===== config.mk =====
export PLATFORM = sky130hd
export DESIGN_NAME = agp_pci_port
export DESIGN_NICKNAME = d
export VERILOG_FILES = /design/src/port_pkg.sv /design/src/arb_if.sv /design/src/port_arbiter.sv /design/src/agp_pci_port.sv
export VERILOG_INCLUDE_DIRS = /design/src
export SDC_FILE = /design/constraint.sdc
export NUM_CORES = 1
export LEC_CHECK = 0
export ABC_AREA = 1
export BUFFER_PORTS_ARGS = -buffer_cell sky130_fd_sc_hd__buf_2
export CAP_MARGIN = 20
export CORE_MARGIN = 4
export CORE_UTILIZATION = 52
export CTS_CLUSTER_SIZE = 10
export DETAILED_ROUTE_END_ITERATION = 8
export GPL_ROUTABILITY_DRIVEN = 0
export PLACE_DENSITY = 0.82
export SYNTH_ARGS = -nofsm -noshare
export SYNTH_HDL_FRONTEND = slang
export SYNTH_SLANG_ARGS = --single-unit

===== constraint.sdc =====
create_clock -name mclk -period 2.9 [get_ports mclk]
set_clock_uncertainty 0.15 [all_clocks]
set_input_delay 0.435 -clock mclk [delete_from_list [all_inputs] [get_ports mclk]]
set_output_delay 0.435 -clock mclk [all_outputs]
set_load 0.05 [all_outputs]

===== src/port_cfg.svh =====
// Constants for the graphics-port handshake block.
// Assumes mclk at 250 MHz; included by its bare name.
`ifndef PORT_CFG_SVH
`define PORT_CFG_SVH

`define CLK_MHZ 250
// Master gives up waiting for a device select after this time
`define ABORT_NS 24
`define ABORT_CYC ((`ABORT_NS * `CLK_MHZ + 999) / 1000)
`define SYNC_STAGES 2

// Bus commands on the command/byte-enable lines
`define CMD_MEM_READ 4'h6
`define CMD_MEM_WRITE 4'h7
`define CMD_MEM_READ_MULT 4'hc
`define CMD_MEM_READ_LINE 4'he
`define CMD_MEM_WRITE_INV 4'hf

// Status-bus codes
`define ST_LP_READ 3'h0
`define ST_IDLE_CODE 3'h7

`endif


===== src/port_pkg.sv =====
// Types shared by the graphics-port handshake block.
// Assumes nothing beyond the constants header.
package port_pkg;
   typedef enum logic [1:0] {M_IDLE, M_ADDR, M_DATA, M_TURN} mst_state_t;
   typedef enum logic [1:0] {T_IDLE, T_DATA, T_TURN} tgt_state_t;
   typedef logic [2:0] port_status_t;
endpackage : port_pkg


===== src/arb_if.sv =====
// Carrier between the port core and its arbiter.
// Assumes both ends run on mclk.
`timescale 1ns/1ps
interface arb_if;
   logic req;
   logic bus_free;
   logic st_lp_read;
   port_pkg::port_status_t st_code;
   logic gnt;
   port_pkg::port_status_t st;
   modport core (output req, output bus_free, output st_lp_read, output st_code,
                 input gnt, input st);
   modport arb (input req, input bus_free, input st_lp_read, input st_code,
                output gnt, output st);
endinterface : arb_if


===== src/port_arbiter.sv =====
// Grant arbiter for the single external graphics initiator.
// Assumes a synchronised request and a bus-free term from the core.
`timescale 1ns/1ps
`include "port_cfg.svh"
module port_arbiter (
   // Clock and reset
   input wire logic mclk,
   input wire logic rst_n,
   // Core side
   arb_if.arb a
);
   logic gnt_r;
   logic gnt_nxt;
   port_pkg::port_status_t st_r;
   port_pkg::port_status_t st_nxt;
   wire logic grant_now = a.req && a.bus_free && !gnt_r;

   assign gnt_nxt = grant_now ? 1'b1 : (gnt_r && a.req);
   assign st_nxt = !grant_now ? st_r :
                   a.st_lp_read ? `ST_LP_READ : a.st_code;

   always_ff @(posedge mclk or negedge rst_n) begin
      if (!rst_n) begin
         gnt_r <= 1'b0;
         st_r <= `ST_IDLE_CODE;
      end else begin
         gnt_r <= gnt_nxt;
         st_r <= st_nxt;
      end
   end

   assign a.gnt = gnt_r;
   assign a.st = st_r;

   a_grant_needs_req: assert property (@(posedge mclk) disable iff (!rst_n)
      $rose(gnt_r) |-> $past(a.req)) else $error("grant without request");
   a_grant_when_free: assert property (@(posedge mclk) disable iff (!rst_n)
      a.req && a.bus_free && !gnt_r |=> gnt_r) else $error("grant late");
   a_status_with_grant: assert property (@(posedge mclk) disable iff (!rst_n)
      $rose(gnt_r) |-> st_r == ($past(a.st_lp_read) ? `ST_LP_READ : $past(a.st_code)))
      else $error("status not loaded with grant");
   a_lp_read_code: assert property (@(posedge mclk) disable iff (!rst_n)
      grant_now && a.st_lp_read |=> st_r == 3'h0) else $error("low priority code wrong");
endmodule : port_arbiter


===== src/agp_pci_port.sv =====
// Graphics-port control handshake: arbiter, master and target sides.
// Assumes pins arrive asynchronously and pass two flops before use.
// Overview of operation
// - Assert device select on own memory hits
// - Target claims memory commands only
// - Master samples device select for claim
// - Select, frame, stop, parity unused in AGP
// - Master asserts frame to start transaction
// - Target samples frame of external initiator
// - Grant only answers a request
// - Drive status bus with grant
// - Reset negates grant
// - Grant once request seen and bus free
// - Master asserts initiator ready when able
// - Sample initiator ready during AGP transactions
// - Generate even parity, never check it
// - Forward system error when enabled, PCI only
// - Target asserts stop to force disconnect
// - Master ends transfer on sampled stop
// - Target asserts target ready when able
// - Master samples target ready for pacing
// - Word moves only when both readies asserted
// - Address valid in first frame clock
// - Status 000 returns low-priority read data
`timescale 1ns/1ps
`include "port_cfg.svh"
module agp_pci_port #(
   parameter logic [31:0] REGION_BASE = 32'h0000_0000,
   parameter logic [31:0] REGION_MASK = 32'hf000_0000
) (
   // Clock and reset
   input wire logic mclk,
   input wire logic rst_n,
   // Mode and configuration
   input wire logic pci_style_mode,
   input wire logic serr_fwd_en,
   // Address/data and command pins
   input wire logic [31:0] port_ad_in,
   output logic [31:0] port_ad_out,
   output logic port_ad_oe,
   input wire logic [3:0] port_cmd_byte_enable_n_in,
   output logic [3:0] port_cmd_byte_enable_n_out,
   output logic port_cmd_byte_enable_n_oe,
   // Handshake pins
   input wire logic port_cycle_frame_n_in,
   output logic port_cycle_frame_n_out,
   output logic port_cycle_frame_n_oe,
   input wire logic port_initiator_ready_n_in,
   output logic port_initiator_ready_n_out,
   output logic port_initiator_ready_n_oe,
   input wire logic port_target_ready_n_in,
   output logic port_target_ready_n_out,
   output logic port_target_ready_n_oe,
   input wire logic port_device_select_n_in,
   output logic port_device_select_n_out,
   output logic port_device_select_n_oe,
   input wire logic port_stop_n_in,
   output logic port_stop_n_out,
   output logic port_stop_n_oe,
   input wire logic port_parity_in,
   output logic port_parity_out,
   output logic port_parity_oe,
   // Arbitration pins
   input wire logic port_request_n,
   output logic port_grant_n,
   output port_pkg::port_status_t port_status,
   // System error
   input wire logic port_system_error_in_n,
   output logic pci_system_error_n,
   // Processor-side master requests
   input wire logic cpu_req,
   input wire logic cpu_write,
   input wire logic [31:0] cpu_addr,
   input wire logic [31:0] cpu_wdata,
   input wire logic [3:0] cpu_be_n,
   output logic cpu_busy,
   output logic cpu_done,
   output logic cpu_retry,
   output logic cpu_abort,
   output logic [31:0] cpu_rdata,
   // Target-side user port
   output logic tgt_valid,
   output logic tgt_write,
   output logic [31:0] tgt_addr,
   output logic [31:0] tgt_wdata,
   output logic [3:0] tgt_be_n,
   input wire logic tgt_ready,
   input wire logic [31:0] tgt_rdata,
   input wire logic tgt_stop,
   output logic tgt_xfer,
   // Status queue and AGP initiator ready
   input wire logic st_lp_read,
   input wire port_pkg::port_status_t st_code,
   output logic agp_initiator_ready
);
   localparam int SW = 43;
   localparam logic [3:0] ABORT_CNT = 4'(`ABORT_CYC);

   // Two-flop synchroniser; only stage two is read
   logic [SW-1:0] sync1_r;
   logic [SW-1:0] sync2_r;
   wire logic [SW-1:0] pins = {port_ad_in, port_cmd_byte_enable_n_in, port_cycle_frame_n_in,
      port_initiator_ready_n_in, port_target_ready_n_in, port_device_select_n_in,
      port_stop_n_in, port_request_n, port_system_error_in_n};
   always_ff @(posedge mclk or negedge rst_n) begin
      if (!rst_n) begin
         sync1_r <= '1;
         sync2_r <= '1;
      end else begin
         sync1_r <= pins;
         sync2_r <= sync1_r;
      end
   end
   wire logic [31:0] s_ad = sync2_r[42:11];
   wire logic [3:0] s_cbe_n = sync2_r[10:7];
   wire logic s_frame = !sync2_r[6];
   wire logic s_irdy = !sync2_r[5];
   wire logic s_trdy = !sync2_r[4];
   wire logic s_devsel = !sync2_r[3];
   wire logic s_stop = !sync2_r[2];
   wire logic s_req = !sync2_r[1];
   wire logic s_serr = !sync2_r[0];

   // Arbiter
   arb_if ai ();
   port_arbiter u_arb (
      .mclk(mclk),
      .rst_n(rst_n),
      .a(ai.arb)
   );

   port_pkg::mst_state_t mst_r;
   port_pkg::mst_state_t mst_nxt;
   port_pkg::tgt_state_t tgt_r;
   port_pkg::tgt_state_t tgt_nxt;
   logic frame_d_r;
   logic [31:0] m_addr_r;
   logic [31:0] m_wdata_r;
   logic [3:0] m_be_r;
   logic m_write_r;
   logic devsel_seen_r;
   logic [3:0] cnt_r;
   logic [31:0] rdata_r;
   logic done_r;
   logic retry_r;
   logic abort_r;
   logic [31:0] t_addr_r;
   logic [31:0] t_wdata_r;
   logic [3:0] t_be_r;
   logic t_write_r;
   logic par_r;
   logic par_oe_r;
   logic serr_r;

   // External initiator may not be on the bus while we master it
   wire logic bus_free = mst_r == port_pkg::M_IDLE && tgt_r == port_pkg::T_IDLE &&
                         !s_frame && !s_irdy;
   assign ai.req = s_req;
   assign ai.bus_free = bus_free;
   assign ai.st_lp_read = st_lp_read;
   assign ai.st_code = st_code;
   assign port_grant_n = !ai.gnt;
   assign port_status = ai.st;

   // Master decode
   // A pending request wins, so our master and a fresh grant never start together
   wire logic m_start = mst_r == port_pkg::M_IDLE && cpu_req && pci_style_mode &&
                        bus_free && !ai.gnt && !s_req;
   wire logic m_data = mst_r == port_pkg::M_DATA;
   wire logic m_claimed = s_devsel || devsel_seen_r;
   wire logic m_xfer = m_data && m_claimed && s_trdy;
   wire logic m_stopped = m_data && !m_xfer && s_stop;
   wire logic m_abort = m_data && !m_claimed && cnt_r == ABORT_CNT;
   wire logic m_end = m_xfer || m_stopped || m_abort || (m_data && !pci_style_mode);

   always_comb begin
      mst_nxt = mst_r;
      unique case (mst_r)
         port_pkg::M_IDLE: if (m_start) mst_nxt = port_pkg::M_ADDR;
         port_pkg::M_ADDR: mst_nxt = port_pkg::M_DATA;
         port_pkg::M_DATA: if (m_end) mst_nxt = port_pkg::M_TURN;
         port_pkg::M_TURN: mst_nxt = port_pkg::M_IDLE;
      endcase
   end

   // Target decode: address is taken in the first clock of frame
   wire logic frame_start = s_frame && !frame_d_r;
   wire logic mem_cmd = s_cbe_n == `CMD_MEM_READ || s_cbe_n == `CMD_MEM_WRITE ||
      s_cbe_n == `CMD_MEM_READ_MULT || s_cbe_n == `CMD_MEM_READ_LINE ||
      s_cbe_n == `CMD_MEM_WRITE_INV;
   wire logic in_region = (s_ad & REGION_MASK) == REGION_BASE;
   wire logic t_hit = frame_start && mem_cmd && in_region && pci_style_mode &&
                      mst_r == port_pkg::M_IDLE;
   wire logic t_data = tgt_r == port_pkg::T_DATA;
   wire logic t_trdy = t_data && tgt_ready && !tgt_stop;
   wire logic t_xfer = t_trdy && s_irdy;
   wire logic t_end = t_data && (!pci_style_mode || (!s_frame && (t_xfer || tgt_stop)));

   always_comb begin
      tgt_nxt = tgt_r;
      unique case (tgt_r)
         port_pkg::T_IDLE: if (t_hit) tgt_nxt = port_pkg::T_DATA;
         port_pkg::T_DATA: if (t_end) tgt_nxt = port_pkg::T_TURN;
         port_pkg::T_TURN: tgt_nxt = port_pkg::T_IDLE;
         default: tgt_nxt = port_pkg::T_IDLE;
      endcase
   end

   always_ff @(posedge mclk or negedge rst_n) begin
      if (!rst_n) begin
         mst_r <= port_pkg::M_IDLE;
         tgt_r <= port_pkg::T_IDLE;
         frame_d_r <= 1'b0;
         devsel_seen_r <= 1'b0;
         cnt_r <= 4'h0;
      end else begin
         mst_r <= mst_nxt;
         tgt_r <= tgt_nxt;
         frame_d_r <= s_frame;
         devsel_seen_r <= m_data && m_claimed;
         cnt_r <= m_data ? cnt_r + 4'h1 : 4'h0;
      end
   end

   // Latched request words
   always_ff @(posedge mclk or negedge rst_n) begin
      if (!rst_n) begin
         m_addr_r <= 32'h0;
         m_wdata_r <= 32'h0;
         m_be_r <= 4'hf;
         m_write_r <= 1'b0;
         t_addr_r <= 32'h0;
         t_be_r <= 4'hf;
         t_write_r <= 1'b0;
      end else begin
         if (m_start) begin
            m_addr_r <= cpu_addr;
            m_wdata_r <= cpu_wdata;
            m_be_r <= cpu_be_n;
            m_write_r <= cpu_write;
         end
         if (t_hit) begin
            t_addr_r <= s_ad;
            t_write_r <= s_cbe_n[0];
         end
         if (t_data) t_be_r <= s_cbe_n;
      end
   end

   // Results and captured data
   always_ff @(posedge mclk or negedge rst_n) begin
      if (!rst_n) begin
         rdata_r <= 32'h0;
         t_wdata_r <= 32'h0;
         done_r <= 1'b0;
         retry_r <= 1'b0;
         abort_r <= 1'b0;
      end else begin
         if (m_xfer && !m_write_r) rdata_r <= s_ad;
         if (t_xfer && t_write_r) t_wdata_r <= s_ad;
         done_r <= m_data && m_end;
         retry_r <= m_stopped;
         abort_r <= m_abort;
      end
   end

   // Pin drive: master owns frame/irdy, target owns devsel/trdy/stop
   wire logic m_drive = mst_r == port_pkg::M_ADDR || m_data;
   wire logic m_ad_drive = mst_r == port_pkg::M_ADDR || (m_data && m_write_r);
   wire logic t_ad_drive = t_data && !t_write_r;
   assign port_cycle_frame_n_oe = m_drive;
   assign port_cycle_frame_n_out = mst_r != port_pkg::M_ADDR;
   assign port_initiator_ready_n_oe = m_drive;
   assign port_initiator_ready_n_out = !m_data;
   assign port_cmd_byte_enable_n_oe = m_drive;
   assign port_cmd_byte_enable_n_out = mst_r == port_pkg::M_ADDR ?
      (m_write_r ? `CMD_MEM_WRITE : `CMD_MEM_READ) : m_be_r;
   assign port_ad_oe = m_ad_drive || t_ad_drive;
   assign port_ad_out = mst_r == port_pkg::M_ADDR ? m_addr_r :
                        m_ad_drive ? m_wdata_r : tgt_rdata;
   assign port_device_select_n_oe = t_data;
   assign port_device_select_n_out = !t_data;
   assign port_target_ready_n_oe = t_data;
   assign port_target_ready_n_out = !t_trdy;
   assign port_stop_n_oe = t_data;
   assign port_stop_n_out = !tgt_stop;

   // Even parity over what stood on the bus, one clock late; received parity unused
   wire logic [3:0] bus_cbe = port_cmd_byte_enable_n_oe ? port_cmd_byte_enable_n_out : s_cbe_n;
   wire logic par_nxt = ^{port_ad_out, bus_cbe};
   always_ff @(posedge mclk or negedge rst_n) begin
      if (!rst_n) begin
         par_r <= 1'b0;
         par_oe_r <= 1'b0;
         serr_r <= 1'b0;
      end else begin
         par_r <= par_nxt;
         par_oe_r <= port_ad_oe && pci_style_mode;
         serr_r <= s_serr && pci_style_mode && serr_fwd_en;
      end
   end
   assign port_parity_out = par_r;
   assign port_parity_oe = par_oe_r;
   assign pci_system_error_n = !serr_r;

   // User-side outputs
   assign cpu_busy = mst_r != port_pkg::M_IDLE;
   assign cpu_done = done_r;
   assign cpu_retry = retry_r;
   assign cpu_abort = abort_r;
   assign cpu_rdata = rdata_r;
   assign tgt_valid = t_data;
   assign tgt_write = t_write_r;
   assign tgt_addr = t_addr_r;
   assign tgt_wdata = t_wdata_r;
   assign tgt_be_n = t_be_r;
   assign tgt_xfer = t_xfer;
   assign agp_initiator_ready = s_irdy && !pci_style_mode && ai.gnt;

   a_master_frame_addr: assert property (@(posedge mclk) disable iff (!rst_n)
      m_start |=> port_cycle_frame_n_oe && !port_cycle_frame_n_out &&
      port_ad_out == $past(cpu_addr)) else $error("frame or address missing");
   a_stop_ends_xfer: assert property (@(posedge mclk) disable iff (!rst_n)
      m_stopped |=> mst_r == port_pkg::M_TURN ##1 mst_r == port_pkg::M_IDLE && !cpu_busy)
      else $error("stop did not end transfer");
   a_parity_lag: assert property (@(posedge mclk) disable iff (!rst_n)
      port_ad_oe && pci_style_mode |=> port_parity_oe &&
      port_parity_out == ^{$past(port_ad_out), $past(bus_cbe)}) else $error("parity wrong");
   port_system_error_in_n_forward: assert property (@(posedge mclk) disable iff (!rst_n)
      s_serr && pci_style_mode && serr_fwd_en |=> !pci_system_error_n)
      else $error("system error not forwarded");
   port_system_error_in_n_agp_quiet: assert property (@(posedge mclk) disable iff (!rst_n)
      !pci_style_mode |=> pci_system_error_n) else $error("system error forwarded in AGP");
   a_agp_no_select: assert property (@(posedge mclk) disable iff (!rst_n)
      !pci_style_mode [*3] |-> !port_device_select_n_oe && !port_parity_oe)
      else $error("select or parity driven in AGP");
   a_only_memory: assert property (@(posedge mclk) disable iff (!rst_n)
      frame_start && !mem_cmd && tgt_r == port_pkg::T_IDLE |=> tgt_r == port_pkg::T_IDLE)
      else $error("non-memory command claimed");
   port_device_select_n_claim: assert property (@(posedge mclk) disable iff (!rst_n)
      t_hit && tgt_r == port_pkg::T_IDLE |=> !port_device_select_n_out &&
      port_device_select_n_oe) else $error("memory hit not claimed");
   a_xfer_pair: assert property (@(posedge mclk) disable iff (!rst_n)
      tgt_xfer |-> port_target_ready_n_oe && !port_target_ready_n_out && tgt_ready &&
      !sync2_r[5]) else $error("transfer without readies");
endmodule : agp_pci_port


==> out/summary.txt <==
==================================================================================
Result of the run                                                     finished, final reports clean
Final routed wirelength across all metal layers                           35.09 mm
Met1 WL                                                                   13.18 mm
Family of cells with the greatest summed delay on the critical path   buffers and inverters
Initial core utilization                                                    52.91%
Setup repair after global routing missed its margin                            yes
Ys async rst share                                                          100.0%
Synthesis-to-finish area growth                                             34.54%
Number of instances in the synthesized netlist                                1299
Final count of negative-setup-slack endpoints                                    0
Total global routing track utilization                                      27.93%
Post-route ant nets                                                              0
CTS clk-pin slew, worst paths                                              0.06 ns
Area of the placeable core                                               21820 um2
Crit-path cells                                                       inv_1 > ha_2 > nand2_4 > buf_12 > nand2_1 > o21ai_0 > o21ai_2 > buf_6
Max-cap violations                                                               0
Vias in the first global route                                               10670
Share of the cycle needed by the critical path after routing                97.60%
DR WL/cell                                                                17.31 um
Count of final hold-check violations                                             0
CTS tree                                                                      done
Share of synthesized area spent on multiplexers                            0.5852%
Filler instances                                                              1518
Port Buf Inserts                                                               317
Type of element launching the critical path                               register
Number of register bits inferred by synthesis                                  276
Master cell of the clock root buffer                                  sky130_fd_sc_hd__clkbuf_16
Post-synth cell types                                                           35
First-pass GRT wire length                                                54.63 mm
Share of post-route cells with drive strength above 1                       29.72%
Top routing layer used                                                        met5
Simple-gate share of the synthesized area                                   24.32%
Maximum net fanout on the critical path                                         50
Pins Over Slew Limit                                                             0
Post-synthesis xor/xnor area fraction                                      0.2276%
Total number of vias                                                         10380
Startpoint-to-endpoint class of the critical path                       reg -> out
Buffer levels on the longest clock path                                          3
Net count reported at finish                                                  1879
HPWL Detailed                                                             21.01 mm
CTS buffer count                                                                34
Maximum vdd ir drop                                                      0.7773 mV
Area of the mapped netlist                                               11550 um2
Buf/Inv on CP                                                                    3
Predominant post-synthesis flop cell                                  sky130_fd_sc_hd__dfrtp_1
Max-Slew Margin vs Limit                                                    54.89%
Number of primary I/O pins                                                     319
Total length of routed met3 wires                                         2.390 mm
Number of antenna violations at the first check in global routing                4
Synth warnings                                                                   0
Placement Setup Slack                                                    0.3484 ns
Number of H-tree levels                                                          2
Worst-Margin Slew                                                        0.6766 ns
Power per cell area                                                   988.7 nW/um2
Combinational family with the most area after synthesis               simple AND/OR/NAND/NOR gates
Maximum number of pins on one net before global-route repair                    66
Cell at the slowest stage of the critical path                        sky130_fd_sc_hd__dfrtp_1
Post-CTS Setup Inserts                                                           0
Remaining global-route overflow                                                  0
Area of the multi-input gates                                             3760 um2
Vias per Instance                                                            5.118
DRC violation total after the first TritonRoute iteration                      849
Capturing element type of the critical path                             output pin
Register Area                                                             7028 um2
Final min period                                                          2.830 ns
Arrival @ worst endpoint                                                   2.25 ns
Sequential fraction of the synthesis area                                   60.87%
Total leakage power                                                    0.008397 uW
Maximum clock frequency                                                 0.3533 GHz
Adder and majority cell fraction of the synthesized area                   0.6502%
Later-pin clock latency in the skew report                                 0.51 ns
Metal2 WL                                                                 17.36 mm
Hold Path Class                                                          in -> reg
Floorplan die height                                                      157.0 um
Detailed-routing iteration count for the pre-antenna-repair pass                 5
Clock sink count                                                               276
Width of the die                                                          157.0 um
Post-synthesis net count                                                      1461
Required time at the endpoint of the critical path                         2.32 ns
# DRC                                                                            0
Setup slack after layout                                                0.06974 ns
Number of flops mapped to enable cells by yosys                                  0
Setup TNS                                                                     0 ns
Post-synthesis area per instance                                         8.888 um2
Largest incremental delay on the critical path                             0.38 ns
Area of the die                                                          24650 um2
Fraction of the mapped netlist area in compound gates                       6.610%
Site Rows                                                                       54
==================================================================================
-- cells in the mapped netlist (2+ instances only) --
master                     count  share of area (%)
sky130_fd_sc_hd__o21a_1       29                1.9
sky130_fd_sc_hd__xnor2_1       2               0.15
sky130_fd_sc_hd__o21ai_1       3               0.13
sky130_fd_sc_hd__nand2_2       4               0.22
sky130_fd_sc_hd__o21ai_2       5               0.38
sky130_fd_sc_hd__a21oi_1       7               0.30
sky130_fd_sc_hd__buf_2        14               0.61
sky130_fd_sc_hd__inv_2        14               0.46
sky130_fd_sc_hd__and3_1        2               0.11
sky130_fd_sc_hd__or2_1        10               0.54
sky130_fd_sc_hd__or2_0         7               0.38
sky130_fd_sc_hd__dfstp_2      97                 22
sky130_fd_sc_hd__mux2_2        6               0.59
sky130_fd_sc_hd__o21ai_0      83                3.6
sky130_fd_sc_hd__o211ai_1      4               0.26
sky130_fd_sc_hd__nor4_1        2               0.11
sky130_fd_sc_hd__buf_6         5               0.49
sky130_fd_sc_hd__or2_2         6               0.33
sky130_fd_sc_hd__nor3_1        2              0.087
sky130_fd_sc_hd__nor2_1       31                1.0
sky130_fd_sc_hd__ha_1          6               0.65
sky130_fd_sc_hd__nor2_2        5               0.27
sky130_fd_sc_hd__nand3_1      61                2.6
sky130_fd_sc_hd__nand2_1     566                 18
sky130_fd_sc_hd__clkbuf_1     24               0.78
sky130_fd_sc_hd__buf_4        15               0.98
sky130_fd_sc_hd__dfrtp_1     179                 39
sky130_fd_sc_hd__inv_1       103                3.3
-- tightest hold or removal path: stages --
cell and delay [ns]:
sky130_fd_sc_hd__buf_2 0.09, sky130_fd_sc_hd__nand2_1 0.05, sky130_fd_sc_hd__o21ai_0 0.06
-- metrics by stage --
step	cell area [um2]	cells	util [%]	power (uW)	hold WS, ns
after floorplan	11550	1299	-	9761	-0.01059
after global placement	13380	1855	61.32	11040	0.1953
after detailed placement	13380	1855	61.32	11180	0.1969
after CTS	15490	2023	71.00	15260	0.0008782
after global routing	15530	2025	71.16	16170	0.008995
final	15530	2027	71.18	15360	0.02111
-- timing repair --
| action | CTS | global route |
|---|---|---|
| hold endpoints to repair | 137 | 0 |
| hold buffers | 106 | 0 |
| gates resized for setup | 1 | 12 |
| setup endpoints to repair | 6 | 11 |
-- state kept, by name (all words and copies together), names as in the netlist, 4 cells and up --
signal / flops
cnt_r: 4
cpu_rdata: 32
m_addr_r: 32
m_be_r: 4
m_wdata_r: 32
sync1_r: 43
sync2_r: 43
tgt_addr: 32
tgt_be_n: 4
tgt_wdata: 32
-- final timing paths --
kind	cells after the start	slack [ns]	start	endpoint
max	8	0.07	mst_r[0]	port_ad_out[29]
min	3	0.02	cpu_wdata[17]	m_wdata_r[17]
max reg2reg	18	0.25	mst_r[0]	port_parity_out
min reg2reg	0	0.20	sync1_r[14]	sync2_r[14]
max in group asynchronous	3	1.42	rst_n	sync1_r[38]
min in group asynchronous	2	0.30	rst_n	tgt_addr[19]
-- cell type report --
class	instances	area share [%]
well taps	280	2.255
clock buffers	58	6.315
clock inverters	4	0.4350
diodes	4	0.06444
inverters	119	2.924
flip-flops and latches	276	45.24
repair buffers	440	18.56
multi-input cells	846	24.20
-- logic make-up after synthesis --
group | after synthesis
adder cells (fa/ha/maj) | 6
buffers and inverters | 177
AND/OR/NAND/NOR | 699
XOR/XNOR | 3
AO/OA/AOI/OAI | 132
multiplexers | 6
flip-flops | 276
-- where the power goes --
part	internal, uW	switching [uW]
clock	2320	1610
combinational	1780	4710
sequential	4570	365
-- placed cells by master, fill, tap and decap left out, types with 3 or more instances in the layout --
master	netlist	final
sky130_fd_sc_hd__or2_0	7	7
sky130_fd_sc_hd__buf_12	0	6
sky130_fd_sc_hd__diode_2	0	4
sky130_fd_sc_hd__inv_2	14	13
sky130_fd_sc_hd__dlygate4sd3_1	0	106
sky130_fd_sc_hd__o21a_1	29	29
sky130_fd_sc_hd__mux2_2	6	6
sky130_fd_sc_hd__a21oi_1	7	7
sky130_fd_sc_hd__dfrtp_1	179	179
sky130_fd_sc_hd__o21ai_0	83	83
sky130_fd_sc_hd__nor2_1	31	31
sky130_fd_sc_hd__clkbuf_16	0	34
sky130_fd_sc_hd__buf_4	15	10
sky130_fd_sc_hd__o21ai_1	3	3
sky130_fd_sc_hd__nand3_1	61	60
sky130_fd_sc_hd__buf_2	14	310
sky130_fd_sc_hd__o211ai_1	4	4
sky130_fd_sc_hd__clkbuf_1	24	20
sky130_fd_sc_hd__clkbuf_4	0	5
sky130_fd_sc_hd__or2_1	10	10
sky130_fd_sc_hd__nor2_2	5	3
sky130_fd_sc_hd__inv_1	103	103
sky130_fd_sc_hd__ha_1	6	4
sky130_fd_sc_hd__clkbuf_8	0	4
sky130_fd_sc_hd__or2_2	6	6
sky130_fd_sc_hd__nand2_2	4	4
sky130_fd_sc_hd__o21ai_2	5	5
sky130_fd_sc_hd__nand2_1	566	566
sky130_fd_sc_hd__dfstp_2	97	97
-- metal layers --
| metal | vias to the layer above | GRT usage (%) |
|---|---|---|
| met5 | - | 0 |
| met2 | 485 | 47.06 |
| met1 | 4890 | 33.74 |
| met3 | 153 | 5.911 |
| met4 | 4 | 15.24 |
| li1 | 4843 | - |
Power figures use the tool's default switching activity.
